==> config.mk <==
export PLATFORM = sky130hd
export DESIGN_NAME = tls_top
export DESIGN_NICKNAME = d
export VERILOG_FILES = /design/src/rtl/tls_pkg.sv /design/src/rtl/tls_sync.sv /design/src/rtl/tls_top.sv
export SDC_FILE = /design/constraint.sdc
export NUM_CORES = 1
export LEC_CHECK = 0
export BUFFER_PORTS_ARGS = -buffer_cell sky130_fd_sc_hd__clkbuf_2
export CAP_MARGIN = 5
export CORE_AREA = 3 3 200 202
export CTS_CLUSTER_DIAMETER = 120
export CTS_CLUSTER_SIZE = 24
export DETAILED_ROUTE_END_ITERATION = 7
export DIE_AREA = 0 0 203 205
export PLACE_DENSITY = 0.77
export SETUP_SLACK_MARGIN = 0.4
export SLEW_MARGIN = 5
export SYNTH_ARGS = -nofsm -noshare
export SYNTH_HDL_FRONTEND = slang
export SYNTH_SLANG_ARGS = --single-unit
==> constraint.sdc <==
create_clock -name hclk -period 23.8 [get_ports hclk]
set_input_delay 2.38 -clock hclk [delete_from_list [all_inputs] [get_ports hclk]]
set_output_delay 2.38 -clock hclk [all_outputs]
set_load 0.05 [all_outputs]
==> src/rtl/tls_pkg.sv <==
package tls_pkg;

  // Register byte offsets
  localparam logic [7:0] A_CFG = 8'h00;
  localparam logic [7:0] A_LIM1 = 8'h04;
  localparam logic [7:0] A_LIM4 = 8'h10;
  localparam logic [7:0] A_IN_LO = 8'h14;
  localparam logic [7:0] A_IN_HI = 8'h18;
  localparam logic [7:0] A_OUT = 8'h1c;
  localparam logic [7:0] A_STAT = 8'h20;
  localparam logic [7:0] A_IRQ_STAT = 8'h24;
  localparam logic [7:0] A_IRQ_CLR = 8'h28;
  localparam logic [7:0] A_IRQ_EN = 8'h2c;

  // Configuration register layout
  localparam int CFG_METHOD_LSB = 0;
  localparam int CFG_ALT_LSB = 4;
  localparam int CFG_ALT_SEL_BIT = 8;
  localparam int CFG_SRC_LSB = 16;
  localparam int CFG_REVP_BIT = 24;
  localparam logic [31:0] CFG_RESET = 32'h0000_0000;
  localparam logic [31:0] CFG_MASK = 32'h0107_0177;

  // Terminal assignment fields
  localparam int MF_FIELD_W = 6;
  localparam int MF_IN_LO_N = 5;
  localparam logic [29:0] MF_IN_LO_MASK = 30'h3fff_ffff;
  localparam logic [17:0] MF_IN_HI_MASK = 18'h3_ffff;
  localparam logic [29:0] MF_OUT_MASK = 30'h3fff_ffff;

  // Status register layout
  localparam int ST_ACTIVE_BIT = 8;
  localparam int ST_VECTOR_BIT = 9;
  localparam int ST_REV_BIT = 10;

  // Interrupt bits
  localparam int IRQ_CLAMP = 0;
  localparam int IRQ_REV = 1;
  localparam int IRQ_N = 2;

  // Control method codes
  localparam logic [2:0] M_SLV = 3'h3;
  localparam logic [2:0] M_ZSLV = 3'h4;
  localparam logic [2:0] M_SV = 3'h5;

  // Limit sources
  typedef enum logic [2:0] {
    SRC_QUAD = 3'b000,
    SRC_TERM = 3'b001,
    SRC_ANALOG = 3'b010,
    SRC_OPT1 = 3'b011,
    SRC_OPT2 = 3'b100
  } tls_src_t;

  // Terminal function codes
  localparam logic [5:0] MF_LIMIT_EN = 6'h28;
  localparam logic [5:0] MF_SW1 = 6'h29;
  localparam logic [5:0] MF_SW2 = 6'h2a;
  localparam logic [5:0] MF_OUT_LIMIT = 6'h0a;

  // Percent values
  localparam logic [7:0] PCT_DEFAULT = 8'h96;
  localparam logic [7:0] PCT_MAX_SMALL = 8'hc8;
  localparam logic [7:0] PCT_MAX_LARGE = 8'hb4;
  localparam logic [7:0] PCT_DISABLED = 8'hff;

  // Scaling
  localparam logic [14:0] CUR_FULL = 15'h7fff;
  localparam logic [9:0] ADC_FULL = 10'h3ff;
  localparam logic [2:0] HSIZE_WORD = 3'h2;

endpackage

==> src/rtl/tls_sync.sv <==
module tls_sync #(
  parameter int W = 1
) (
  // Clock and reset
  input wire logic hclk,
  input wire logic hresetn,
  // Data
  input wire logic [W-1:0] d,
  output logic [W-1:0] q
);

  logic [W-1:0] meta_reg;

  always_ff @(posedge hclk or negedge hresetn) begin
    if (!hresetn) begin
      meta_reg <= '0;
      q <= '0;
    end else begin
      meta_reg <= d;
      q <= meta_reg;
    end
  end

endmodule

==> src/rtl/tls_top.sv <==
// What this block does
// - Limiting acts only in three vector methods
// - Source select: quadrant, terminal, analog, options
// - Limits 0..200 or 0..180, disabled, default 150
// - Quadrant mode picks limit by torque quadrant
// - Terminal mode limit applies in all quadrants
// - Analog 0..10 V maps to 0..200 percent
// - Input codes 40, 41, 42 decoded
// - Enable input off forces maximum limit
// - No enable input means always active
// - 200 percent equals maximum output current
// - Output code 10 shows active clamping
// - Option sources need board present
// - Reverse prevention select, default off, vector only
//
// The register offsets and register access over AHB-Lite were left to the implementer.
module tls_top
  import tls_pkg::*;
#(
  parameter bit LARGE_RATING = 1'b0
) (
  // Clock and reset
  input wire logic hclk,
  input wire logic hresetn,
  // AHB-Lite slave
  input wire logic hsel,
  input wire logic [31:0] haddr,
  input wire logic [1:0] htrans,
  input wire logic hwrite,
  input wire logic [2:0] hsize,
  input wire logic [31:0] hwdata,
  input wire logic hready,
  output logic [31:0] hrdata,
  output logic hreadyout,
  output logic hresp,
  // Control terminals
  input wire logic [7:0] mf_in,
  output logic [4:0] mf_out,
  input wire logic [9:0] analog_limit_input,
  // Expansion board
  input wire logic opt_present,
  input wire logic [7:0] opt_limit_1,
  input wire logic [7:0] opt_limit_2,
  // Motor control core
  input wire logic rotation_fwd,
  input wire logic run_fwd,
  input wire logic signed [15:0] torque_req,
  input wire logic signed [15:0] rot_cmd,
  output logic signed [15:0] torque_out,
  output logic signed [15:0] rot_cmd_out,
  output logic limit_active_out,
  // Interrupt
  output logic irq
);

  ////////////////////////////////////////////////////////////////////////////
  // Functions

  function automatic logic [7:0] code_mask(input logic [47:0] f, input logic [5:0] code);
    logic [7:0] m;
    m = 8'h00;
    for (int i = 0; i < 8; i++) begin
      m[i] = (f[i*MF_FIELD_W +: MF_FIELD_W] == code);
    end
    return m;
  endfunction

  function automatic logic [7:0] pct_clip(input logic [7:0] v, input logic [7:0] mx);
    return ((v == PCT_DISABLED) || (v > mx)) ? mx : v;
  endfunction

  function automatic logic word_hit(input logic [5:0] a, input logic [7:0] off);
    return a == off[7:2];
  endfunction

  ////////////////////////////////////////////////////////////////////////////
  // Pin synchronisers

  logic [7:0] mf_in_q;
  logic [9:0] analog_q;
  logic opt_present_q;
  logic [7:0] opt1_q;
  logic [7:0] opt2_q;

  tls_sync #(.W(35)) u_sync (
    .hclk(hclk),
    .hresetn(hresetn),
    .d({mf_in, analog_limit_input, opt_present, opt_limit_1, opt_limit_2}),
    .q({mf_in_q, analog_q, opt_present_q, opt1_q, opt2_q})
  );

  ////////////////////////////////////////////////////////////////////////////
  // Registers and bus slave

  logic [31:0] cfg_reg;
  logic [7:0] lim_reg [4];
  logic [29:0] in_lo_reg;
  logic [17:0] in_hi_reg;
  logic [29:0] out_reg;
  logic [IRQ_N-1:0] irq_stat_reg;
  logic [IRQ_N-1:0] irq_en_reg;
  logic [7:0] limit_pct_reg;
  logic vector_reg;
  logic rev_sup_reg;
  logic [5:0] addr_reg;
  logic wr_pend_reg;
  logic rd_pend_reg;
  logic [31:0] rd_mux;

  wire addr_ok = hsel & htrans[1] & hready;
  wire wr_cfg = wr_pend_reg & word_hit(addr_reg, A_CFG);
  wire wr_lim = wr_pend_reg & (addr_reg >= A_LIM1[7:2]) & (addr_reg <= A_LIM4[7:2]);
  wire [1:0] lim_idx = 2'(addr_reg - A_LIM1[7:2]);
  wire wr_in_lo = wr_pend_reg & word_hit(addr_reg, A_IN_LO);
  wire wr_in_hi = wr_pend_reg & word_hit(addr_reg, A_IN_HI);
  wire wr_out = wr_pend_reg & word_hit(addr_reg, A_OUT);
  wire wr_irq_clr = wr_pend_reg & word_hit(addr_reg, A_IRQ_CLR);
  wire wr_irq_en = wr_pend_reg & word_hit(addr_reg, A_IRQ_EN);
  wire [1:0] rd_lim_idx = 2'(addr_reg - A_LIM1[7:2]);
  wire rd_lim = (addr_reg >= A_LIM1[7:2]) & (addr_reg <= A_LIM4[7:2]);
  wire [31:0] stat_word = {21'h0, rev_sup_reg, vector_reg, limit_active_out, limit_pct_reg};

  assign rd_mux = word_hit(addr_reg, A_CFG) ? cfg_reg :
                  rd_lim ? {24'h0, lim_reg[rd_lim_idx]} :
                  word_hit(addr_reg, A_IN_LO) ? {2'h0, in_lo_reg} :
                  word_hit(addr_reg, A_IN_HI) ? {14'h0, in_hi_reg} :
                  word_hit(addr_reg, A_OUT) ? {2'h0, out_reg} :
                  word_hit(addr_reg, A_STAT) ? stat_word :
                  word_hit(addr_reg, A_IRQ_STAT) ? {30'h0, irq_stat_reg} :
                  word_hit(addr_reg, A_IRQ_EN) ? {30'h0, irq_en_reg} : 32'h0;

  assign hresp = 1'b0;

  always_ff @(posedge hclk or negedge hresetn) begin
    if (!hresetn) begin
      addr_reg <= 6'h00;
      wr_pend_reg <= 1'b0;
      rd_pend_reg <= 1'b0;
      hreadyout <= 1'b1;
      hrdata <= 32'h0;
    end else if (addr_ok) begin
      addr_reg <= haddr[7:2];
      wr_pend_reg <= hwrite & (hsize == HSIZE_WORD);
      rd_pend_reg <= ~hwrite;
      hreadyout <= hwrite;
    end else begin
      wr_pend_reg <= 1'b0;
      rd_pend_reg <= 1'b0;
      hreadyout <= 1'b1;
      if (rd_pend_reg) begin
        hrdata <= rd_mux;
      end
    end
  end

  always_ff @(posedge hclk or negedge hresetn) begin
    if (!hresetn) begin
      cfg_reg <= CFG_RESET;
      for (int i = 0; i < 4; i++) begin
        lim_reg[i] <= PCT_DEFAULT;
      end
      in_lo_reg <= 30'h0;
      in_hi_reg <= 18'h0;
      out_reg <= 30'h0;
      irq_en_reg <= '0;
    end else begin
      if (wr_cfg) cfg_reg <= hwdata & CFG_MASK;
      if (wr_lim) lim_reg[lim_idx] <= hwdata[7:0];
      if (wr_in_lo) in_lo_reg <= hwdata[29:0] & MF_IN_LO_MASK;
      if (wr_in_hi) in_hi_reg <= hwdata[17:0] & MF_IN_HI_MASK;
      if (wr_out) out_reg <= hwdata[29:0] & MF_OUT_MASK;
      if (wr_irq_en) irq_en_reg <= hwdata[IRQ_N-1:0];
    end
  end

  ////////////////////////////////////////////////////////////////////////////
  // Mode and terminal decode

  wire [7:0] pct_max = LARGE_RATING ? PCT_MAX_LARGE : PCT_MAX_SMALL;
  wire [2:0] method = cfg_reg[CFG_ALT_SEL_BIT] ? cfg_reg[CFG_ALT_LSB +: 3] : cfg_reg[CFG_METHOD_LSB +: 3];
  wire vector_now = (method == M_SLV) | (method == M_ZSLV) | (method == M_SV);
  wire [2:0] src = cfg_reg[CFG_SRC_LSB +: 3];
  wire [47:0] in_fields = {in_hi_reg, in_lo_reg};
  wire [7:0] en_mask = code_mask(in_fields, MF_LIMIT_EN);
  wire [7:0] sw1_mask = code_mask(in_fields, MF_SW1);
  wire [7:0] sw2_mask = code_mask(in_fields, MF_SW2);
  wire [4:0] out_mask = 5'(code_mask({18'h0, out_reg}, MF_OUT_LIMIT));
  wire en_assigned = |en_mask;
  wire en_block = en_assigned & ~|(en_mask & mf_in_q);
  wire [1:0] sw_sel = {|(sw2_mask & mf_in_q), |(sw1_mask & mf_in_q)};

  ////////////////////////////////////////////////////////////////////////////
  // Limit selection

  logic [7:0] lim_eff [4];
  logic [7:0] sel_pct;

  always_comb begin
    for (int i = 0; i < 4; i++) begin
      lim_eff[i] = pct_clip(lim_reg[i], pct_max);
    end
  end

  wire torque_pos = ~torque_req[15];
  wire [1:0] quad_idx = rotation_fwd ? (torque_pos ? 2'd0 : 2'd3) : (torque_pos ? 2'd1 : 2'd2);
  wire [17:0] an_prod = {8'h0, analog_q} * {10'h0, PCT_MAX_SMALL};
  wire [7:0] an_pct = 8'(an_prod / {8'h0, ADC_FULL});

  always_comb begin
    case (tls_src_t'(src))
      SRC_QUAD: sel_pct = lim_eff[quad_idx];
      SRC_TERM: sel_pct = lim_eff[sw_sel];
      SRC_ANALOG: sel_pct = an_pct;
      SRC_OPT1: sel_pct = opt_present_q ? pct_clip(opt1_q, pct_max) : pct_max;
      SRC_OPT2: sel_pct = opt_present_q ? pct_clip(opt2_q, pct_max) : pct_max;
      default: sel_pct = pct_max;
    endcase
    if (en_block) begin
      sel_pct = pct_max;
    end
  end

  ////////////////////////////////////////////////////////////////////////////
  // Current scaling and clamp

  wire [23:0] cur_prod = {16'h0, sel_pct} * {9'h0, CUR_FULL};
  wire [15:0] lim_cur = 16'(cur_prod / {16'h0, PCT_MAX_SMALL});
  wire signed [16:0] req_x = {torque_req[15], torque_req};
  wire signed [16:0] lim_pos = {1'b0, lim_cur};
  wire signed [16:0] lim_neg = -lim_pos;
  wire over_hi = req_x > lim_pos;
  wire over_lo = req_x < lim_neg;
  wire clamp_next = vector_now & (over_hi | over_lo);
  wire signed [15:0] torque_next = !clamp_next ? torque_req : over_hi ? $signed(lim_cur) : lim_neg[15:0];

  ////////////////////////////////////////////////////////////////////////////
  // Reverse rotation prevention

  wire revp_on = cfg_reg[CFG_REVP_BIT] & vector_now;
  wire rev_sup_next = revp_on & (run_fwd ? rot_cmd < 0 : rot_cmd > 0);

  ////////////////////////////////////////////////////////////////////////////
  // Outputs and interrupt status

  wire [IRQ_N-1:0] irq_ev = {rev_sup_next & ~rev_sup_reg, clamp_next & ~limit_active_out};
  wire [IRQ_N-1:0] irq_clr = wr_irq_clr ? hwdata[IRQ_N-1:0] : '0;

  always_ff @(posedge hclk or negedge hresetn) begin
    if (!hresetn) begin
      torque_out <= 16'sh0;
      rot_cmd_out <= 16'sh0;
      limit_active_out <= 1'b0;
      mf_out <= 5'h00;
      limit_pct_reg <= 8'h00;
      vector_reg <= 1'b0;
      rev_sup_reg <= 1'b0;
      irq_stat_reg <= '0;
      irq <= 1'b0;
    end else begin
      torque_out <= torque_next;
      rot_cmd_out <= rev_sup_next ? 16'sh0 : rot_cmd;
      limit_active_out <= clamp_next;
      mf_out <= out_mask & {5{clamp_next}};
      limit_pct_reg <= sel_pct;
      vector_reg <= vector_now;
      rev_sup_reg <= rev_sup_next;
      irq_stat_reg <= (irq_stat_reg & ~irq_clr) | irq_ev;
      irq <= |(irq_stat_reg & irq_en_reg);
    end
  end
endmodule

---- Yosys cells after proc, flatten, opt, wreduce, memory -nomap -nowiden ----
Index checks and enable logic that the tools add are counted.
word-level totals
  bits in registers ....................... 285
operators by class
  divide/modulo/power cells ............... 2
  reduce and logical (&&, ||, !) cells .... 16
  $mul .................................... 2
  order comparisons ....................... 16
  equal/unequal tests ..................... 50
  muxes and demuxes ....................... 42
  bitwise gates (word level) .............. 36
  $add $sub $neg .......................... 2
operator list
  operator                                                                           count
  30-bit 2-to-1 mux                                                                  5
  6-bit == test (second input constant)                                              24
  8-bit 2-to-1 mux                                                                   16
  6-bit by 4-bit == test with 1-bit output (second input constant)                   9
  8-bit binary-select mux with 2-bit select                                          3
  8-bit == test (second input constant)                                              6
  8-bit greater-than comparator (second input constant)                              6
  16-bit 2-to-1 mux                                                                  3
  8-bit case mux with 5 select lines                                                 1
  32-bit bitwise mux                                                                 1
  8-bit OR reduction                                                                 4
  8-bit AND                                                                          3
  23-bit by 8-bit divider with 24-bit output (second input constant)                 1
  8-bit by 15-bit multiplier with 23-bit output (second input constant)              1
  1-bit AND                                                                          18
  18-bit by 10-bit divider with 18-bit output (second input constant)                1
  6-bit by 3-bit == test with 1-bit output (second input constant)                   3
  16-bit by 17-bit greater-than comparator with 1-bit output                         1
  16-bit by 17-bit less-than comparator with 1-bit output                            1
  16-bit negation with 17-bit output                                                 1
  8-bit demux with 2-bit select                                                      1
  16-bit by 1-bit greater-than comparator with 1-bit output (second input constant)  1
  16-bit by 1-bit less-than comparator with 1-bit output (second input constant)     1
  10-bit by 5-bit multiplier with 15-bit output (second input constant)              1
  26 further kinds                                                                   54

---- Depth between registers and ports, before layout ----
Gate-level depths: netlist of run 1.
  depth after elaboration ................. 17
  mapped depth ............................ 126
  mapped depth without buffers ............ 116

---- By module ----
From an unflattened synthesis of run 1, not the netlist that was laid out.
second synthesis, totals
  cells, all modules ...................... 2248
  area, all modules ....................... 21355.5 um2
by module, submodules not included
  module    seq. area each (um2)  cells each  area each (um2)  instances
  tls_top   5351.4                2178        19603.8          1
  tls_sync  1751.7                70          1751.7           1

---- Least setup slack after synthesis of run 1 ----
OpenSTA, ideal clock, no wires.
  kind .................................... register -> register
  start point ............................. reg u_sync.q[19]
  end point ............................... reg torque_out[10]
  setup slack ............................. -1.939 ns
  buffers on the path ..................... 5
  arrival ................................. 25.612 ns
  stages on the path, launching flop included .. 107
  clock period less this slack ............ 25.739 ns
  required time ........................... 23.673 ns
  cell sequence ........................... dfrtp_1 > ha_1 > ha_1 > fa_1 > ha_1 > nor2b_1 > o21ai_0 > a21boi_1 > o21ai_0 > a21boi_1 > o21a_1 > or3_1 > nand3_1 > nor2_1 > a211oi_1 > o211ai_1 > xnor2_1 > or4_1 > [... 71 more ...] > o221ai_2 > ha_1 > and3_1 > nand3_1 > nor2_1 > and2_1 > nand2_1 > xor2_1 > ha_1 > a21o_1 > a2111o_1 > a31oi_1 > nand4b_1 > a21boi_1 > o31a_1 > buf_2 > buf_6 > mux2_1
on the way
  cells in the longest elaborated chain, start to end .. 11
ends and longest elaborated chain
  item                                                     line            RTL
  start: declaration                                       tls_sync.sv:9   output logic [W-1:0] q
  start signal: assignment                                 tls_sync.sv:20  q <= meta_reg;
  10-bit by 5-bit multiplier with 15-bit output (*)        tls_top.sv:206  wire [17:0] an_prod = {8'h0, analog_q} * {10'h0, PCT_MAX_SMALL};
  18-bit by 10-bit divider with 18-bit output (*)          tls_top.sv:207  wire [7:0] an_pct = 8'(an_prod / {8'h0, ADC_FULL});
  8-bit case mux with 5 select lines (*)                   tls_top.sv:210  case (tls_src_t'(src))
  8-bit 2-to-1 mux (*)                                     tls_top.sv:218  if (en_block) begin
  8-bit by 15-bit multiplier with 23-bit output (*)        tls_top.sv:226  wire [23:0] cur_prod = {16'h0, sel_pct} * {9'h0, CUR_FULL};
  via cur_prod[0]                                          tls_top.sv:226
  23-bit by 8-bit divider with 24-bit output (*)           tls_top.sv:227  wire [15:0] lim_cur = 16'(cur_prod / {16'h0, PCT_MAX_SMALL});
  16-bit negation with 17-bit output                       tls_top.sv:230  wire signed [16:0] lim_neg = -lim_pos;
  16-bit by 17-bit less-than comparator with 1-bit output  tls_top.sv:232  wire over_lo = req_x < lim_neg;
  1-bit OR                                                 tls_top.sv:233  wire clamp_next = vector_now & (over_hi | over_lo);
  1-bit AND                                                tls_top.sv:233
  16-bit 2-to-1 mux (*)                                    tls_top.sv:234  wire signed [15:0] torque_next = !clamp_next ? torque_req : over_hi ? $signed(lim_cur) : lim_neg[15:0];
  via torque_next[10]                                      tls_top.sv:234
  end signal: assignment                                   tls_top.sv:260  torque_out <= torque_next;
  end: declaration                                         tls_top.sv:49   output logic signed [15:0] torque_out,
Mark *: on every way through the listed nets, which the timed path passes. The rest lies on a longest branch.
A chain may end at the register's enable or synchronous reset.

---- Worst setup path in the final report of run 1 ----
  start point ............................. reg u_sync.q[21]
  end point ............................... reg mf_out[1]
on the way
  cells in the longest elaborated chain, start to end .. 11
ends and longest elaborated chain
  item                                                     line            RTL
  10-bit by 5-bit multiplier with 15-bit output (*)        tls_top.sv:206
  18-bit by 10-bit divider with 18-bit output (*)          tls_top.sv:207
  8-bit case mux with 5 select lines (*)                   tls_top.sv:210
  8-bit 2-to-1 mux (*)                                     tls_top.sv:218
  8-bit by 15-bit multiplier with 23-bit output (*)        tls_top.sv:226
  via cur_prod[0]                                          tls_top.sv:226
  23-bit by 8-bit divider with 24-bit output (*)           tls_top.sv:227
  16-bit negation with 17-bit output                       tls_top.sv:230
  16-bit by 17-bit less-than comparator with 1-bit output  tls_top.sv:232
  1-bit OR (*)                                             tls_top.sv:233
  1-bit AND (*)                                            tls_top.sv:233
  5-bit AND (*)                                            tls_top.sv:263  mf_out <= out_mask & {5{clamp_next}};
  end signal: assignment                                   tls_top.sv:263
  end: declaration                                         tls_top.sv:38   output logic [4:0] mf_out,
Marks and branches as above.

==> results of run 1 <==
==> through the flow <==
step | utilization [%] | setup WS, ns | instance area (um^2) | TNS [ns]
finish | 74.2 | -1.33 | 28500 | -28.82
global route | 74.2 | -2.20 | 28500 | -48.89
CTS | 72.1 | -0.605 | 27700 | -12.44
detailed placement | 67.2 | -1.42 | 25900 | -31.24
global placement | 67.2 | -0.845 | 25900 | -17.85
floorplan | - | 0.203 | 21500 | 0
==> final cells by class <==
cell class                 count  area [um^2]
clock inverter                 4         56.3
sequential                   283         7100
tap                          518          648
fill                        2577         9920
inverter                     115          437
multi-input combinational   1650        14800
timing repair buffer         708         5090
clock buffer                  24          430
==> kinds of logic (layout without fill, tap and decap cells) <==
group	after synthesis	after routing	synth area share (%)
buf+inv	202	851	4.02
mux	195	195	11.7
flops	283	283	33.9
other cells	1	3	0.0179
compound gates	544	544	19.2
simple gates	659	659	16.6
xor+xnor	94	94	4.11
fa+ha+maj	155	155	10.4
==> what timing repair did <==
action	CTS	global route
gates resized for setup	153	111
hold buffers	0	0
cloned	2	1
endpoints found under the setup margin	23	23
buffers inserted	67	32
pin swaps	154	117
==> path summary, 6_finish.rpt <==
| check | from | to | slack (ns) |
|---|---|---|---|
| worst max-delay path | u_sync.q[21] | mf_out[1] | -1.33 |
| worst min-delay path | u_sync.meta_reg[31] | u_sync.q[31] | 0.33 |
| worst max register to register | u_sync.q[21] | mf_out[1] | -1.33 |
| worst min register to register | u_sync.meta_reg[31] | u_sync.q[31] | 0.33 |
| max in group asynchronous | hresetn | rot_cmd_out[13] | 20.25 |
| min in group asynchronous | hresetn | hrdata[29] | 1.92 |
==> cells in the mapped netlist, types with 19 or more instances <==
cell	count
nand2b_1	19
a31oi_1	25
a21oi_1	107
nand3_1	55
nor2_1	125
mux4_2	22
xnor2_1	64
a21o_1	25
mux2_2	150
a22oi_1	27
nor3_1	59
dfrtp_1	266
clkbuf_1	51
o211ai_1	21
nand2_1	180
and3_1	26
xor2_1	26
o21ai_0	81
inv_1	109
o21a_1	20
and2_1	35
ha_1	120
fa_1	32
==> metal layers <==
metal	global-route usage (%)	routed length [um]
met5	0	12
met1	37.3	26200
met3	3.51	3730
met4	10.8	2460
met2	54.0	34100
==> layout by cell type (no fill, tap or decap), types with 31 or more instances in the layout <==
cell	count
nand2_1	173
and2_1	31
mux2_2	137
nand3_1	48
a21oi_1	84
inv_1	102
nor2_1	114
xnor2_1	54
buf_4	489
clkbuf_2	182
nor3_1	47
ha_1	103
o21ai_0	66
dfrtp_1	266
==> critical path, delay by kind of cell (launching register included) <==
kind / cells / cell delay, ns
xor gates and xnor gates: 4 / 0.71
buffers and inverters: 20 / 2.56
adders and majority gates: 11 / 4.10
and+or+nand+nor: 30 / 5.68
AOI/OAI and AO/OA: 54 / 10.11
muxes: 5 / 1.37
DFF: 1 / 0.43
==> flow_metrics.tcl, run 1 <==
set metrics [dict create \
    status "finished with violations" \
    violations "negative setup slack" \
    cts.clk_slew.worst_paths_ns 0.10 \
    cp-end-kind "flop" \
    finalWorstSetupSlack_ns -1.33 \
    ys_top_cells_by_area "dfrtp_1 (32%), mux2_2 (8.1%), ha_1 (7.2%)" \
    initial_core_util_pct 54.4 \
    synth_largest_area_cell "dfrtp_1" \
    worstHoldPathType "flop to flop" \
    critical_path_arrival_ns 25.54 \
    postRouteAntennaNets 0 \
    cts_made_buffers 16 \
    routabilityCongestion 0.949 \
    drt_iter0_markers 1518 \
    htreeDepth 1 \
    rr_worst_depth 124 \
    drt_wl_total_um 66500 \
    antenna_cells 0 \
    synth_edf_count 0 \
    placed_cells 3172 \
    synth_top_area_share_pct 31.8 \
    grt_pass1_wl_um 103000 \
    setup_violations 23 \
    rsz0062_at_grt "true" \
    finalClockSkew_ns 0.0184 \
    synth_cell_type_count 131 \
    grt_pass1_vias 20400 \
    hpwl_um 47100 \
    synth_ff_type "dfrtp_1" \
    pin_count 216 \
    start_kind "flop" \
    io_buffers 183 \
    drive_above_1_share_pct 43.8 \
    drc_errors 0 \
    clock_latency_ns 0.52 \
    maxSlewHeadroom_pct 20.8 \
    fmaxAchievable_mhz 39.8 \
    ys_ff_latch 283 \
    hold_violations 0 \
    grt_usage_pct 30.0 \
    die_w_um 203 \
    required_ns 24.21 \
    cp_max_fo 7 \
    num_vias 20100 \
    syn_avg_cell_area_um2 9.81 \
    cpMostUsedCell "buf_4" \
    whs_ns 0.329 \
    die_area_um2 41600 \
    root_buffer "clkbuf_16" \
    synth_warnings 0 \
    async_reset_ff_share_pct 100 \
    period_needed_ns 25.13 \
    core_um2 38500 \
    netlist_instances 2133 \
    worst_pin_slew_ns 1.17 \
    slew_violations 0 \
    die_height_um 205 \
    min_period_over_period_pct 106 \
    cpPeakStageDelay_ns 0.60 \
    grt_overflow 0 \
    rows 72 \
    area_growth_pct 36.4 \
    antenna_found_initial 2 \
    crit_path_top_delay_cell "fa_2" \
    grt_start_max_net_pins 121 \
    post_drt_wl_per_cell_um 20.1 \
    drt_first_pass_iters 6 \
    holdPathStages 0 \
    nets 3069 \
    layout.cells.non_filler 3302 \
    path_class "flop to flop" \
    cts_sinks 283 \
    clock_path_buffers 3 \
    maxCapViolCount 0 \
    seq_area_frac_synth_pct 33.9 \
    viasPerCell 6.09 \
    syn-cell-area_um2 20900 \
    cts_tree "done" \
]
Power of run 1 is left out: the tool's default activity adds up to more than one toggle a clock period on the data nets, which glitch-free logic cannot reach.
==> run 2: changes to the inputs <==
--- a/config.mk
+++ b/config.mk
@@ -7,12 +7,13 @@
 export LEC_CHECK = 0
 export BUFFER_PORTS_ARGS = -buffer_cell sky130_fd_sc_hd__clkbuf_2
 export CAP_MARGIN = 5
-export CORE_AREA = 3 3 200 202
+export CORE_AREA = 3 3 220 222
 export CTS_CLUSTER_DIAMETER = 120
 export CTS_CLUSTER_SIZE = 24
 export DETAILED_ROUTE_END_ITERATION = 7
-export DIE_AREA = 0 0 203 205
-export PLACE_DENSITY = 0.77
+export DIE_AREA = 0 0 223 225
+export PLACE_DENSITY = 0.66
+export RECOVER_POWER = 25
 export SETUP_SLACK_MARGIN = 0.4
 export SLEW_MARGIN = 5
 export SYNTH_ARGS = -nofsm -noshare
==> run 2 against run 1 <==
The flow finishes with violations (max-capacitance violations, max-slew violations, negative setup slack); cell count up 2.4%; clock skew increased by 0.0015 ns; setup slack better by 0.64 ns; utilization down 13 points; die area up 21%; routed wire length fell by 4.2%; register-to-register slack better by 0.64 ns; count of clock-buffer cells in the layout is 1 lower; sequential cell count unchanged; via count down 3.6%; largest cell class unchanged.
==> flow_metrics.tcl, run 2 (synthesized netlist as in run 1, its figures left out) <==
set metrics [dict create \
    grt_pass1_vias 20000 \
    seq_area_um2 7100 \
    maxCapViolCount 1 \
    initial_core_util_pct 44.9 \
    pin_count 216 \
    cpPeakStageDelay_ns 0.61 \
    drc_errors 0 \
    die_area_um2 50200 \
    slew_violations 129 \
    rsz0062_at_grt "true" \
    core_um2 46600 \
    worst_pin_slew_ns 6.67 \
    crit_path_top_delay_cell "fa_2" \
    drive_above_1_share_pct 42.6 \
    antenna_found_initial 0 \
    drt_wl_total_um 63700 \
    viasPerCell 5.74 \
    cts_made_buffers 17 \
    cp-end-kind "flop" \
    maxSlewHeadroom_pct -345 \
    cts_sinks 283 \
    io_buffers 183 \
    required_ns 24.22 \
    drt_iter0_markers 1166 \
    layout_commonest_cell "buf_4" \
    drt_first_pass_iters 5 \
    antenna_cells 0 \
    grt_start_max_net_pins 157 \
    rr_worst_depth 122 \
    placed_cells 3273 \
    finalClockSkew_ns 0.0199 \
    finalWorstSetupSlack_ns -0.686 \
    hp-start "u_sync.meta_reg[34]" \
    critical_path_arrival_ns 24.91 \
    routabilityCongestion 0.927 \
    regToRegStartpoint "u_sync.q[19]" \
    setup_violations 23 \
    root_buffer "clkbuf_16" \
    fin_area_um2 28400 \
    holdPathStages 0 \
    grt_overflow 0 \
    tns_ns -14.79 \
    clock_path_buffers 3 \
    n_fill_cell 3831 \
    postRouteAntennaNets 0 \
    grt_usage_pct 24.5 \
    area_growth_pct 35.5 \
    cts_hold_buf 0 \
    start_kind "flop" \
    htreeDepth 1 \
    cpMostUsedCell "buf_4" \
    num_vias 19400 \
    post_drt_wl_per_cell_um 18.9 \
    clock_latency_ns 0.53 \
    cp_max_fo 8 \
    violations "max-capacitance violations, max-slew violations, negative setup slack" \
    die_w_um 223 \
    cts_tree "done" \
    min_period_over_period_pct 103 \
    grt_pass1_wl_um 102000 \
    layout_common_cells "buf_4 (495), dfrtp_1 (265), clkbuf_2 (177)" \
    final_util_pct 60.9 \
    path_class "flop to flop" \
    hpwl_um 48100 \
    fmaxAchievable_mhz 40.8 \
    cts.clk_slew.worst_paths_ns 0.10 \
    hold_violations 0 \
    layout.cells.non_filler 3380 \
    die_height_um 225 \
    rows 79 \
    status "finished with violations" \
    period_needed_ns 24.49 \
    setup.worst_path.start "u_sync.q[19]" \
    multiInputGateArea_um2 14700 \
    place_area_um2 26100 \
    nets 3059 \
    worstHoldPathType "flop to flop" \
]
## run 2: worst paths after layout
| kind | to | slack [ns] |
|---|---|---|
| max reg2reg | irq_stat_reg[0] | -0.69 |
| max | irq_stat_reg[0] | -0.69 |
| min in group asynchronous | hrdata[20] | 4.35 |
| max in group asynchronous | rot_cmd_out[12] | 15.75 |
| min reg2reg | u_sync.q[34] | 0.35 |
| min | u_sync.q[34] | 0.35 |
## run 2: per-layer routing
layer / part of all wire, % / wire length [um] / vias up / global-route usage, %
met3: 4.4 / 2820 / 123 / 2.83
met1: 42 / 26500 / 9589 / 30.8
met5: 0 / 0 / - / 0
li1: - / - / 9181 / -
met4: 3.2 / 2070 / 0 / 7.75
met2: 51 / 32400 / 513 / 44.1
## run 2: layout make-up
type | count | area share [%]
multi-input combinational | 1650 | 51.8
sequential | 283 | 25.0
timing repair buffer | 697 | 17.1
tap | 607 | 2.68
clock buffer | 23 | 1.58
inverter | 115 | 1.57
clock inverter | 5 | 0.247
## run 2: timing repair
action / CTS / global route
gates resized for setup: 140 / 86
endpoints found under the setup margin: 23 / 23
setup buffers: 55 / 24
pin swaps: 116 / 62
## run 2: metrics by stage
step                      hold slack (ns)  setup WS, ns
final                               0.352        -0.686
after global placement              0.332        -0.856
after detailed placement            0.335         -1.37
after global routing                0.358         -1.84
after CTS                           0.354        -0.379
after floorplan                     0.331         0.203
## run 2: worst max-delay path, delay by kind of cell (launching register included)
| family | cells | cell delay, ns |
|---|---|---|
| compound gates | 54 | 10.78 |
| xor+xnor | 3 | 0.54 |
| fa+ha+maj | 11 | 3.66 |
| buf+inv | 18 | 2.06 |
| flops | 1 | 0.45 |
| mux | 5 | 1.44 |
| simple gates | 31 | 5.42 |
Power of run 2 is left out for the same reason.
